### src/shared/small_ram_pkg.sv
// Constants, shapes, modes and control layout of the small RAM block.
package small_ram_pkg;

    // Storage geometry: 32 words of 18 bits, 576 bits with parity.
    localparam int WordBits = 18;
    localparam int WordCount = 32;
    localparam int WordIdxW = 5;
    localparam int AddrW = 9;
    localparam logic [9:0] TotalBits = 10'h240;
    localparam logic [9:0] PlainBits = 10'h200;
    localparam logic [9:0] ParityStride = 10'h012;

    // Register map, byte addresses on the APB side.
    localparam int ApbAddrW = 8;
    localparam logic [7:0] CtrlOff = 8'h00;
    localparam logic [7:0] StatusOff = 8'h04;
    localparam logic [7:0] InitAddrOff = 8'h08;
    localparam logic [7:0] InitDataOff = 8'h0c;

    // Status field positions.
    localparam int StatEmptyBit = 10;
    localparam int StatFullBit = 11;
    localparam int StatWrPendBit = 12;

    typedef enum logic [2:0] {
        ModeDual,
        ModeSingle,
        ModeFifo,
        ModeRom,
        ModeShift
    } mode_t;

    typedef enum logic [2:0] {
        Shape512x1,
        Shape256x2,
        Shape128x4,
        Shape64x8,
        Shape64x9,
        Shape32x16,
        Shape32x18
    } shape_t;

    // Control register layout, high bits first down to mode.
    typedef struct packed {
        logic swapClocks;
        logic ioClockMode;
        logic bypassOut;
        shape_t rdShape;
        shape_t wrShape;
        mode_t mode;
    } ctrl_t;

    localparam ctrl_t CtrlReset = '{
        swapClocks: 1'b0,
        ioClockMode: 1'b0,
        bypassOut: 1'b0,
        rdShape: Shape32x18,
        wrShape: Shape32x18,
        mode: ModeDual
    };
    localparam logic [4:0] InitAddrReset = 5'h00;
    localparam logic [9:0] CountReset = 10'h000;

endpackage

### src/hdl/small_ram_array.sv
// Storage array: 32 words of 18 bits, bit-masked write, registered read.
module small_ram_array (
    input wire logic clk,
    input wire logic wrEn,
    input wire logic [4:0] wrWord,
    input wire logic [17:0] wrData,
    input wire logic [17:0] wrMask,
    input wire logic rdEn,
    input wire logic [4:0] rdWord,
    output logic [17:0] rdData
);

    // Contents have no reset; a clear never touches the stored words.
    logic [17:0] mem [0:small_ram_pkg::WordCount-1];

    // Masked write lets narrow shapes update only their own bits.
    always_ff @(posedge clk) begin
        if (wrEn) begin
            mem[wrWord] <= (mem[wrWord] & ~wrMask) | (wrData & wrMask);
        end
    end

    // A read of the word being written returns the old data.
    always_ff @(posedge clk) begin
        if (rdEn) begin
            rdData <= mem[rdWord];
        end
    end

endmodule

### src/hdl/small_ram_block.sv
// Small simple dual-port RAM block with APB control and user ports.
// Behaviour
// Simple dual-port memory; also single-port, FIFO, ROM or shift register.
// Storage holds 576 bits including parity bits.
// RAM or ROM contents can be preloaded before use.
// Write enable, data and address registers share one selected clock.
// Read address, read enable and output registers use either clock.
// Read/write or input/output clocking arrangement is selectable.
// Input registers always present; only output register may be bypassed.
// Surrounding logic drives strobes, clocks, enables and clears.
// Shapes 512x1 to 32x18; 9 and 18 bit shapes carry parity.
// Write and read ports may differ in width over shared storage.
// Write stores registered data when strobe and clock enable are high.
// Output clear zeroes the read output, memory contents untouched; with bypassOut set only outReg_q clears, rdData does not.
module small_ram_block (
    input wire logic clk,
    input wire logic rst,
    input wire logic psel,
    input wire logic penable,
    input wire logic pwrite,
    input wire logic [7:0] paddr,
    input wire logic [31:0] pwdata,
    output logic [31:0] prdata,
    output logic pready,
    output logic pslverr,
    input wire logic tickA,
    input wire logic tickB,
    input wire logic clkEnA,
    input wire logic clkEnB,
    input wire logic wrEn,
    input wire logic [8:0] wrAddr,
    input wire logic [17:0] wrData,
    input wire logic rdEn,
    input wire logic [8:0] rdAddr,
    input wire logic outClr,
    input wire logic aclr,
    output logic [17:0] rdData,
    output logic fifoFull,
    output logic fifoEmpty
);

    // Port width in bits for a shape.
    function automatic logic [4:0] widthOf(small_ram_pkg::shape_t s);
        case (s)
            small_ram_pkg::Shape512x1: widthOf = 5'h01;
            small_ram_pkg::Shape256x2: widthOf = 5'h02;
            small_ram_pkg::Shape128x4: widthOf = 5'h04;
            small_ram_pkg::Shape64x8: widthOf = 5'h08;
            small_ram_pkg::Shape64x9: widthOf = 5'h09;
            small_ram_pkg::Shape32x16: widthOf = 5'h10;
            default: widthOf = 5'h12;
        endcase
    endfunction

    // Parity shapes use all 18 bits of a word, others only 16.
    function automatic logic isParity(small_ram_pkg::shape_t s);
        isParity = (s == small_ram_pkg::Shape64x9) ||
            (s == small_ram_pkg::Shape32x18);
    endfunction

    // Entry count for a shape; all are powers of two.
    function automatic logic [9:0] depthOf(small_ram_pkg::shape_t s);
        logic [9:0] bits;
        bits = isParity(s) ? small_ram_pkg::TotalBits
            : small_ram_pkg::PlainBits;
        depthOf = 10'(bits / {5'h00, widthOf(s)});
    endfunction

    // Bit position of an entry; shared by both ports for consistent map.
    function automatic logic [9:0] bitOf(small_ram_pkg::shape_t s,
                                         logic [8:0] a);
        logic [9:0] d;
        d = depthOf(s) - 10'h001;
        bitOf = 10'(({1'b0, a} & d) * {5'h00, widthOf(s)});
    endfunction

    function automatic logic [4:0] wordOf(small_ram_pkg::shape_t s,
                                          logic [8:0] a);
        logic [9:0] b;
        b = bitOf(s, a);
        wordOf = isParity(s) ? 5'(b / small_ram_pkg::ParityStride)
            : b[8:4];
    endfunction

    function automatic logic [4:0] offOf(small_ram_pkg::shape_t s,
                                         logic [8:0] a);
        logic [9:0] b;
        b = bitOf(s, a);
        offOf = isParity(s) ? 5'(b % small_ram_pkg::ParityStride)
            : {1'b0, b[3:0]};
    endfunction

    function automatic logic [17:0] maskOf(small_ram_pkg::shape_t s);
        maskOf = 18'((19'h00001 << widthOf(s)) - 19'h00001);
    endfunction

    small_ram_pkg::ctrl_t ctrl_q;
    logic [4:0] initAddr_q;
    logic [31:0] prdata_q;
    logic [9:0] count_q;
    logic [8:0] wrPtr_q;
    logic [8:0] rdPtr_q;
    logic wrPend_q;
    logic [4:0] wrWord_q;
    logic [17:0] wrBits_q;
    logic [17:0] wrMask_q;
    logic rdPend_q;
    logic [4:0] rdWord_q;
    logic [4:0] rdOff_q;
    logic [4:0] rdOffHeld_q;
    logic [17:0] outReg_q;
    logic [17:0] arrayData;

    // Effective clock ticks; each raw tick is qualified here by its own clock enable.
    wire tickAEff = tickA && clkEnA;
    wire tickBEff = tickB && clkEnB;
    wire firstTick = ctrl_q.swapClocks ? tickBEff : tickAEff;
    wire secondTick = ctrl_q.swapClocks ? tickAEff : tickBEff;

    // Write side always on the first clock; read side follows the mode.
    wire wrTick = firstTick;
    wire rdTick = ctrl_q.ioClockMode ? firstTick : secondTick;
    wire outTick = secondTick;

    // Mode decode.
    wire modeFifo = ctrl_q.mode == small_ram_pkg::ModeFifo;
    wire modeShift = ctrl_q.mode == small_ram_pkg::ModeShift;
    wire modeRom = ctrl_q.mode == small_ram_pkg::ModeRom;
    wire modeSingle = ctrl_q.mode == small_ram_pkg::ModeSingle;
    wire usePtr = modeFifo || modeShift;
    wire [9:0] fifoDepth = depthOf(ctrl_q.wrShape);
    wire isFull = modeFifo && (count_q == fifoDepth);
    wire isEmpty = count_q == small_ram_pkg::CountReset;

    // APB decode; the slave always answers in the access cycle.
    wire apbWrite = psel && penable && pwrite;
    wire apbSetup = psel && !penable;
    wire hitCtrl = paddr == small_ram_pkg::CtrlOff;
    wire hitStatus = paddr == small_ram_pkg::StatusOff;
    wire hitInitAddr = paddr == small_ram_pkg::InitAddrOff;
    wire hitInitData = paddr == small_ram_pkg::InitDataOff;
    wire hitAny = hitCtrl || hitStatus || hitInitAddr || hitInitData;
    wire ctrlWrite = apbWrite && hitCtrl;
    wire initWrite = apbWrite && hitInitData;
    wire [31:0] statusWord = {19'h00000, wrPend_q, isFull, isEmpty,
        count_q};
    wire [31:0] readMux = hitCtrl ? {20'h00000, ctrl_q}
        : hitStatus ? statusWord
        : hitInitAddr ? {27'h0000000, initAddr_q}
        : 32'h00000000;

    assign pready = 1'b1;
    assign pslverr = psel && penable && !hitAny;
    assign prdata = prdata_q;

    // Write request: ROM refuses user writes, FIFO refuses when full.
    wire wrAccept = wrTick && wrEn && !modeRom && !isFull;
    wire [8:0] wrAddrSel = usePtr ? wrPtr_q : wrAddr;
    wire [4:0] wrOff = offOf(ctrl_q.wrShape, wrAddrSel);
    wire [17:0] wrBitsD = (wrData & maskOf(ctrl_q.wrShape)) << wrOff;
    wire [17:0] wrMaskD = maskOf(ctrl_q.wrShape) << wrOff;

    // Read request: single port reads at the write address, shift
    // register reads the oldest entry at the write pointer.
    wire rdAccept = modeShift ? wrAccept
        : (rdTick && rdEn && !(modeFifo && isEmpty));
    wire [8:0] rdAddrSel = modeShift ? wrPtr_q
        : modeFifo ? rdPtr_q
        : modeSingle ? wrAddr : rdAddr;
    wire [9:0] rdAddrBits = {1'b0, rdAddrSel}; // Keeps width explicit.

    // Array port: an init load takes the port, a user write waits.
    wire userWrGo = wrPend_q && !initWrite;
    wire arrWrEn = initWrite || userWrGo;
    wire [4:0] arrWrWord = initWrite ? initAddr_q : wrWord_q;
    wire [17:0] arrWrData = initWrite ? pwdata[17:0] : wrBits_q;
    wire [17:0] arrWrMask = initWrite ? 18'h3ffff : wrMask_q;

    small_ram_array array (
        .clk(clk),
        .wrEn(arrWrEn),
        .wrWord(arrWrWord),
        .wrData(arrWrData),
        .wrMask(arrWrMask),
        .rdEn(rdPend_q),
        .rdWord(rdWord_q),
        .rdData(arrayData)
    );

    // Pick the read entry out of the array word for the read shape.
    wire [17:0] rdField = (arrayData >> rdOffHeld_q) &
        maskOf(ctrl_q.rdShape);

    // Data out: output register or its bypass straight from the array.
    assign rdData = ctrl_q.bypassOut ? rdField : outReg_q;
    assign fifoFull = isFull;
    assign fifoEmpty = isEmpty;

    // Control register; a write restarts the FIFO pointers.
    always_ff @(posedge clk) begin
        if (rst) begin
            ctrl_q <= small_ram_pkg::CtrlReset;
        end else if (ctrlWrite) begin
            ctrl_q <= small_ram_pkg::ctrl_t'(pwdata[11:0]);
        end
    end

    // Init pointer walks one word per load so a table streams in.
    always_ff @(posedge clk) begin
        if (rst) begin
            initAddr_q <= small_ram_pkg::InitAddrReset;
        end else if (apbWrite && hitInitAddr) begin
            initAddr_q <= pwdata[4:0];
        end else if (initWrite) begin
            initAddr_q <= initAddr_q + 5'h01;
        end
    end

    // Read data sampled in the setup cycle, stable through access.
    always_ff @(posedge clk) begin
        if (rst) begin
            prdata_q <= 32'h00000000;
        end else if (apbSetup) begin
            prdata_q <= readMux;
        end
    end

    // Write input registers, all loaded on the same write tick.
    always_ff @(posedge clk) begin
        if (rst) begin
            wrPend_q <= 1'b0;
        end else if (wrAccept) begin
            wrPend_q <= 1'b1;
        end else if (userWrGo) begin
            wrPend_q <= 1'b0;
        end
    end

    always_ff @(posedge clk) begin
        if (rst) begin
            wrWord_q <= 5'h00;
            wrBits_q <= 18'h00000;
            wrMask_q <= 18'h00000;
        end else if (wrAccept) begin
            wrWord_q <= wordOf(ctrl_q.wrShape, wrAddrSel);
            wrBits_q <= wrBitsD;
            wrMask_q <= wrMaskD;
        end
    end

    // Read address and enable registers, always present.
    always_ff @(posedge clk) begin
        if (rst) begin
            rdPend_q <= 1'b0;
            rdWord_q <= 5'h00;
            rdOff_q <= 5'h00;
        end else begin
            rdPend_q <= rdAccept;
            if (rdAccept) begin
                rdWord_q <= wordOf(ctrl_q.rdShape, rdAddrBits[8:0]);
                rdOff_q <= offOf(ctrl_q.rdShape, rdAddrBits[8:0]);
            end
        end
    end

    // Offset is loaded on the same edge as the array read to line up with it.
    always_ff @(posedge clk) begin
        if (rst) begin
            rdOffHeld_q <= 5'h00;
        end else if (rdPend_q) begin
            rdOffHeld_q <= rdOff_q;
        end
    end

    // Output register: clears win over a load and leave memory alone.
    always_ff @(posedge clk) begin
        if (rst || outClr || aclr) begin
            outReg_q <= 18'h00000;
        end else if (outTick) begin
            outReg_q <= rdField;
        end
    end

    // FIFO and shift pointers wrap at the depth of the write shape.
    always_ff @(posedge clk) begin
        if (rst || ctrlWrite) begin
            wrPtr_q <= 9'h000;
            rdPtr_q <= 9'h000;
        end else begin
            if (usePtr && wrAccept) begin
                wrPtr_q <= 9'((wrPtr_q + 9'h001) & 9'(fifoDepth - 10'h001));
            end
            if (modeFifo && rdAccept) begin
                rdPtr_q <= 9'((rdPtr_q + 9'h001) & 9'(fifoDepth - 10'h001));
            end
        end
    end

    // Entry count; a write and a read in one cycle cancel out.
    always_ff @(posedge clk) begin
        if (rst || ctrlWrite) begin
            count_q <= small_ram_pkg::CountReset;
        end else if (modeFifo) begin
            if (wrAccept && !rdAccept) begin
                count_q <= count_q + 10'h001;
            end else if (rdAccept && !wrAccept) begin
                count_q <= count_q - 10'h001;
            end
        end
    end

endmodule

### config.mk
export PLATFORM = sky130hd
export DESIGN_NAME = small_ram_block
export DESIGN_NICKNAME = d
export VERILOG_FILES = /design/src/shared/small_ram_pkg.sv /design/src/hdl/small_ram_array.sv /design/src/hdl/small_ram_block.sv
export SDC_FILE = /design/constraint.sdc
export NUM_CORES = 1
export LEC_CHECK = 0
export BUFFER_PORTS_ARGS = -buffer_cell sky130_fd_sc_hd__buf_4
export CELL_PAD_IN_SITES_DETAIL_PLACEMENT = 0
export CELL_PAD_IN_SITES_GLOBAL_PLACEMENT = 1
export CORE_ASPECT_RATIO = 1.2
export CORE_MARGIN = 8
export CORE_UTILIZATION = 40
export CTS_BUF_LIST = sky130_fd_sc_hd__clkbuf_4 sky130_fd_sc_hd__clkbuf_8 sky130_fd_sc_hd__clkbuf_16
export DETAILED_ROUTE_END_ITERATION = 8
export GPL_TIMING_DRIVEN = 0
export PLACE_DENSITY = 0.68
export SYNTH_ARGS = -nofsm -noshare
export SYNTH_HDL_FRONTEND = slang
export SYNTH_HIERARCHICAL = 1
export SYNTH_SLANG_ARGS = --single-unit
### constraint.sdc
create_clock -name clk -period 54.2 [get_ports clk]
set_input_delay 10.84 -clock clk [delete_from_list [all_inputs] [get_ports clk]]
set_output_delay 10.84 -clock clk [all_outputs]
set_load 0.01 [all_outputs]
==> results_dict.tcl, run 1 <==
set metrics [dict create \
    grt_pass1_wl_um 240000 \
    drtAntennaViolNets 0 \
    rsz0062_at_grt "no" \
    final.setup.tns_ps 0 \
    ys_types 120 \
    routed_wl_um 168000 \
    synthFlopType "edfxtp_1" \
    htreeDepth 3 \
    ys_seq_area_frac 0.456 \
    core_um2 112000 \
    drv_slew 0 \
    worst-endpoint-arrival_ps 27680 \
    clkTransAtPathRegs_ps 60 \
    n_fill_cell 10200 \
    wire_per_inst_um 30.2 \
    route.detailed.drc 0 \
    critPathLaunch "ctrl_q[5]" \
    status "finished clean" \
    grt_usage 0.265 \
    pin_count 143 \
    fin_skew_ps 40.4 \
    synth_compound_area_frac 0.126 \
    setup_viol 0 \
    critical_path_class "flip-flop to flip-flop" \
    cts_tree "yes" \
    hold_buffers 0 \
    syn_to_final_growth_pct 14.7 \
    p_leak_nw 17.7 \
    period_share 0.501 \
    avgSynthCellArea_um2 12.0 \
    drv_cap 0 \
    critPathRequiredTime_ps 54740 \
    post-route-min-period_ps 27140 \
    grt_overflow 0 \
    grt_max_degree 33 \
    grt_pass1_vias 34100 \
    p_per_area_nw_per_um2 45.6 \
    crit_path_max_fanout 10 \
    antenna_found_initial 4 \
    port_buffers 107 \
    min_from "wrBits_q[0]" \
    start_kind "flip-flop" \
    initialDrtViolationCount 3715 \
    clockBufferDepth 3 \
    synth-edff-count 594 \
    start_util 0.401 \
    yosys-mux-area-fraction 0.204 \
    async_reset_ff_frac 0 \
    synth_xor_area_frac 0.0208 \
    dp_cells 5420 \
    ys.warnings.count 6 \
    synthAdderAreaFrac 0.0464 \
    cpPeakStageDelay_ps 1110 \
    fin_cells 5572 \
    first_pass_iters 6 \
    multi_input_area_um2 23200 \
    cts.sinks 728 \
    dieWidth_um 322 \
    worst_slew_pin_slew_ps 1390 \
    syn_area_um2 45000 \
    finalHoldViolations 0 \
    vias 34700 \
    post-cts-setup-buffer-count 0 \
    layout.area.seq_um2 20500 \
    drive_gt1_frac 0.203 \
    clock_latency_ps 670 \
    yosys.area_share.simple 0.108 \
    netlist_instances 3744 \
    hold_class "flip-flop to flip-flop" \
    routabilityCongestion 0.959 \
    cts-buffers-inserted 81 \
    synth_top_family_by_area "multiplexers" \
    fp.dieArea_um2 124000 \
    crit_top_cell "ha_1" \
    max_slew_margin 0.0727 \
    end_kind "flip-flop" \
    dp_hpwl_um 126000 \
    peakVddDrop_mv 0.0336 \
    max_freq_mhz 36.8 \
    r2r-start "ctrl_q[5]" \
    vias_per_cell 6.22 \
    cp_slowest_cell "a2111oi_0" \
    ys_seq_elements 728 \
    rows 135 \
    chipHeight_um 384 \
    nets 4230 \
    clock-root-buffer "clkbuf_16" \
    cts_resized 0 \
]
registers in the layout, summed over array words and instances (netlist names), 10 cells and up:
name / flops
array/mem: 576
array/rdData: 18
outReg_q: 18
wrBits_q: 18
wrMask_q: 18
prdata: 13
ctrl_q: 12
count_q: 10
cell usage after synthesis, drive strengths merged, types with 53 or more instances:
master,number,area share
edfxtp,594,0.40
nor2,342,0.029
mux4,267,0.14
nand2,264,0.022
mux2i,231,0.051
a21oi,181,0.021
dfxtp,134,0.060
buf,131,0.019
o21ai,122,0.014
inv,115,0.0097
clkbuf,111,0.0092
ha,107,0.030
nor3,82,0.0097
a22oi,73,0.012
nand3,71,0.0081
mux2,69,0.017
xnor2,68,0.013
a211oi,53,0.0092
area by class of cell:
| cell class | instances | area share |
|---|---|---|
| inverters | 119 | 0.00901 |
| diodes | 3 | 0.000145 |
| clock buffers | 96 | 0.0431 |
| multi-input cells | 2675 | 0.449 |
| well taps | 1507 | 0.0365 |
| plain buffers | 242 | 0.0243 |
| repair buffers | 150 | 0.0297 |
| flip-flops and latches | 728 | 0.397 |
| clock inverters | 52 | 0.0115 |
critical path: cells and delay by family (launching register included):
family	cells	cell delay (ps)
AND/OR/NAND/NOR	30	8660
AO/OA/AOI/OAI	33	8050
adder cells (fa/ha/maj)	15	5270
buffers and inverters	11	2800
multiplexers	3	1110
XOR/XNOR	3	600
flip-flops	1	490
layout by cell type (no fill, tap or decap), drive strengths merged, types with 120 or more instances in the layout:
| cell type | n |
|---|---|
| clkbuf | 208 |
| o21ai | 122 |
| mux2i | 231 |
| mux4 | 267 |
| buf | 280 |
| edfxtp | 594 |
| a21oi | 181 |
| nor2 | 342 |
| dfxtp | 134 |
| nand2 | 264 |
| inv | 120 |
kinds of logic (layout without fill, tap and decap cells):
group / Yosys count / count (layout)
and+or+nand+nor: 1024 / 1024
muxes: 567 / 567
xor gates and xnor gates: 106 / 106
DFF: 728 / 728
buffers and inverters: 361 / 659
AOI/OAI and AO/OA: 811 / 811
adders and majority gates: 145 / 145
other: 2 / 25
routing by layer:
metal  GRT usage  part of all wire  up-vias
met1       0.319              0.38    17400
met3      0.0524             0.082      433
met2       0.436              0.47     1721
met4       0.161             0.072        4
met5           0           0.00012        -
li1            -                 -    15100
through the flow:
stage	setup slack (ps)	util	power [mW]	area, µm²	hold WS, ps
floorplan	32040	-	1.41	45100	423
global placement	27030	0.426	1.73	47800	436
detailed placement	27540	0.434	1.76	48800	443
CTS	27400	0.460	2.34	51600	453
global route	25440	0.460	2.44	51600	466
finish	27060	0.460	2.36	51600	453
power by group:
group | switching, mW | internal (mW) | total [mW]
clock network | 0.238 | 0.347 | 0.585
registers | 0.00893 | 0.726 | 0.735
logic | 0.674 | 0.362 | 1.04
total | 0.921 | 1.43 | 2.36
path summary, 6_finish.rpt:
| check | to | slack [ps] | cells past startpoint |
|---|---|---|---|
| max reg2reg | wrBits_q[9] | 27060 | 95 |
| min | wrBits_q[0] | 450 | 2 |
| min reg2reg | wrBits_q[0] | 450 | 2 |
| max | wrBits_q[9] | 27060 | 95 |
(Power assumes the default switching activity.)
==> run 2: changes to the inputs <==
Settings changed: PLACE_DENSITY 0.68 to 0.7.
Clock period 54.2 ns to 24.8 ns, I/O delays scaled along.
==> results_dict.tcl, run 2 (synthesis gave the netlist of run 1 again) <==
set metrics [dict create \
    antenna_found_initial 8 \
    fin_skew_ps 42.7 \
    start_kind "flip-flop" \
    crit_family "compound AO/OA/AOI/OAI gates" \
    critical_path_class "flip-flop to flip-flop" \
    hold_class "flip-flop to flip-flop" \
    finalHoldViolations 0 \
    critPathRequiredTime_ps 25330 \
    cpPeakStageDelay_ps 560 \
    grt_overflow 0 \
    post-route-min-period_ps 23270 \
    grt_pass1_vias 34100 \
    worst-endpoint-arrival_ps 23800 \
    grt_pass1_wl_um 240000 \
    end_kind "flip-flop" \
    clockBufferDepth 3 \
    first_pass_iters 6 \
    fin_ws_ps 1530 \
    worst_slew_pin_slew_ps 1420 \
    dp_hpwl_um 124000 \
    port_buffers 107 \
    pin_count 143 \
    crit_top_cell "ha_1" \
    max_freq_mhz 43.0 \
    setup_viol 0 \
    status "finished clean" \
    period_share 0.938 \
    clkTransAtPathRegs_ps 60 \
    chipHeight_um 384 \
    power_mw 5.10 \
    n_fill_cell 10300 \
    drv_slew 0 \
    drv_cap 0 \
    nets 4239 \
    worst-path-buf-inv 9 \
    p_per_area_nw_per_um2 98.7 \
    start_util 0.401 \
    multi_input_area_um2 23300 \
    layout.area.seq_um2 20500 \
    fp.dieArea_um2 124000 \
    drtAntennaViolNets 0 \
    vias 34900 \
    cts_tree "yes" \
    core_um2 112000 \
    max_slew_margin 0.0506 \
    top_register "array/mem" \
    final.setup.tns_ps 0 \
    initialDrtViolationCount 3965 \
    drive_gt1_frac 0.212 \
    route.detailed.drc 0 \
    syn_to_final_growth_pct 14.8 \
    routed_wl_um 169000 \
    largest_reg_flops 576 \
    wire_per_inst_um 30.2 \
    dieWidth_um 322 \
    cts.sinks 728 \
    final_common_cell "edfxtp_1" \
    cts-buffers-inserted 79 \
    rows 135 \
    routabilityCongestion 0.967 \
    worst_hold_slack_ps 448 \
    cp_slowest_cell "fa_1" \
    crit_path_max_fanout 14 \
    final_cell_mix "edfxtp_1 (594), nor2_1 (303), nand2_1 (263)" \
    hold_buffers 0 \
    vias_per_cell 6.25 \
    p_leak_nw 17.8 \
    dp_slack_ps -1400 \
    grt_max_degree 33 \
    grt_usage 0.266 \
    clock-root-buffer "clkbuf_16" \
    clock_latency_ps 660 \
    htreeDepth 3 \
    peakVddDrop_mv 0.0851 \
]
run 2: cell types whose count changed in the layout (fill, tap and decap cells not counted), sizes merged:
cell | previous run | this run
buf | 280 | 291
clkbuf | 208 | 213
bufinv | 11 | 7
diode | 3 | 7
clkinvlp | 6 | 3
clkinv | 34 | 33
run 2: power by group:
part	internal (mW)	total [mW]	switching (mW)	leakage, nW
logic	0.799	2.27	1.48	10.0
registers	1.59	1.60	0.0194	6.43
clock network	0.708	1.22	0.516	1.32
total	3.09	5.10	2.01	17.8
run 2: area by class of cell:
| cell class | count | share of cell area |
|---|---|---|
| antenna | 7 | 0.000339 |
| buffer | 241 | 0.0244 |
| clock buffer | 101 | 0.0427 |
| clock inverter | 44 | 0.00871 |
| inverter | 119 | 0.00910 |
| multi-input combinational | 2675 | 0.452 |
| sequential | 728 | 0.397 |
| tap | 1507 | 0.0365 |
| timing repair buffer | 162 | 0.0298 |
run 2: worst paths after layout:
path,start,endpoint,slack [ps],cells after the start
worst max register to register,ctrl_q[6],rdOff_q[2],1530,89
worst min-delay path,outReg_q[16],outReg_q[16],450,2
worst max-delay path,ctrl_q[6],rdOff_q[2],1530,89
worst min register to register,outReg_q[16],outReg_q[16],450,2
run 2: repair_timing:
| item | in CTS | in global routing |
|---|---|---|
| pin swaps | 1 | 7 |
| setup buffers | 1 | 14 |
| gates resized for setup | 12 | 41 |
| endpoints found under the setup margin | 38 | 44 |
run 2: worst register-to-register path, delay by kind of cell (launching register included):
kind	cells	cell delay, ps
DFF	1	360
adders and majority gates	15	5310
xor gates and xnor gates	1	140
muxes	4	1610
buffers and inverters	9	2200
and+or+nand+nor	26	5370
AOI/OAI and AO/OA	34	8170
run 2: layer usage:
layer / track usage / up-vias / part of all wire
met5: 0 / - / 0.000077
met4: 0.168 / 2 / 0.077
met3: 0.0517 / 476 / 0.085
met2: 0.428 / 1897 / 0.46
met1: 0.327 / 17400 / 0.37
li1: - / 15200 / -
run 2: metrics by stage:
stage               area [µm²]   util  instances
global placement         47800  0.426       5378
global route             51700  0.460       5579
floorplan                45100      -       3764
detailed placement       48700  0.434       5418
CTS                      51400  0.458       5564
finish                   51700  0.460       5584
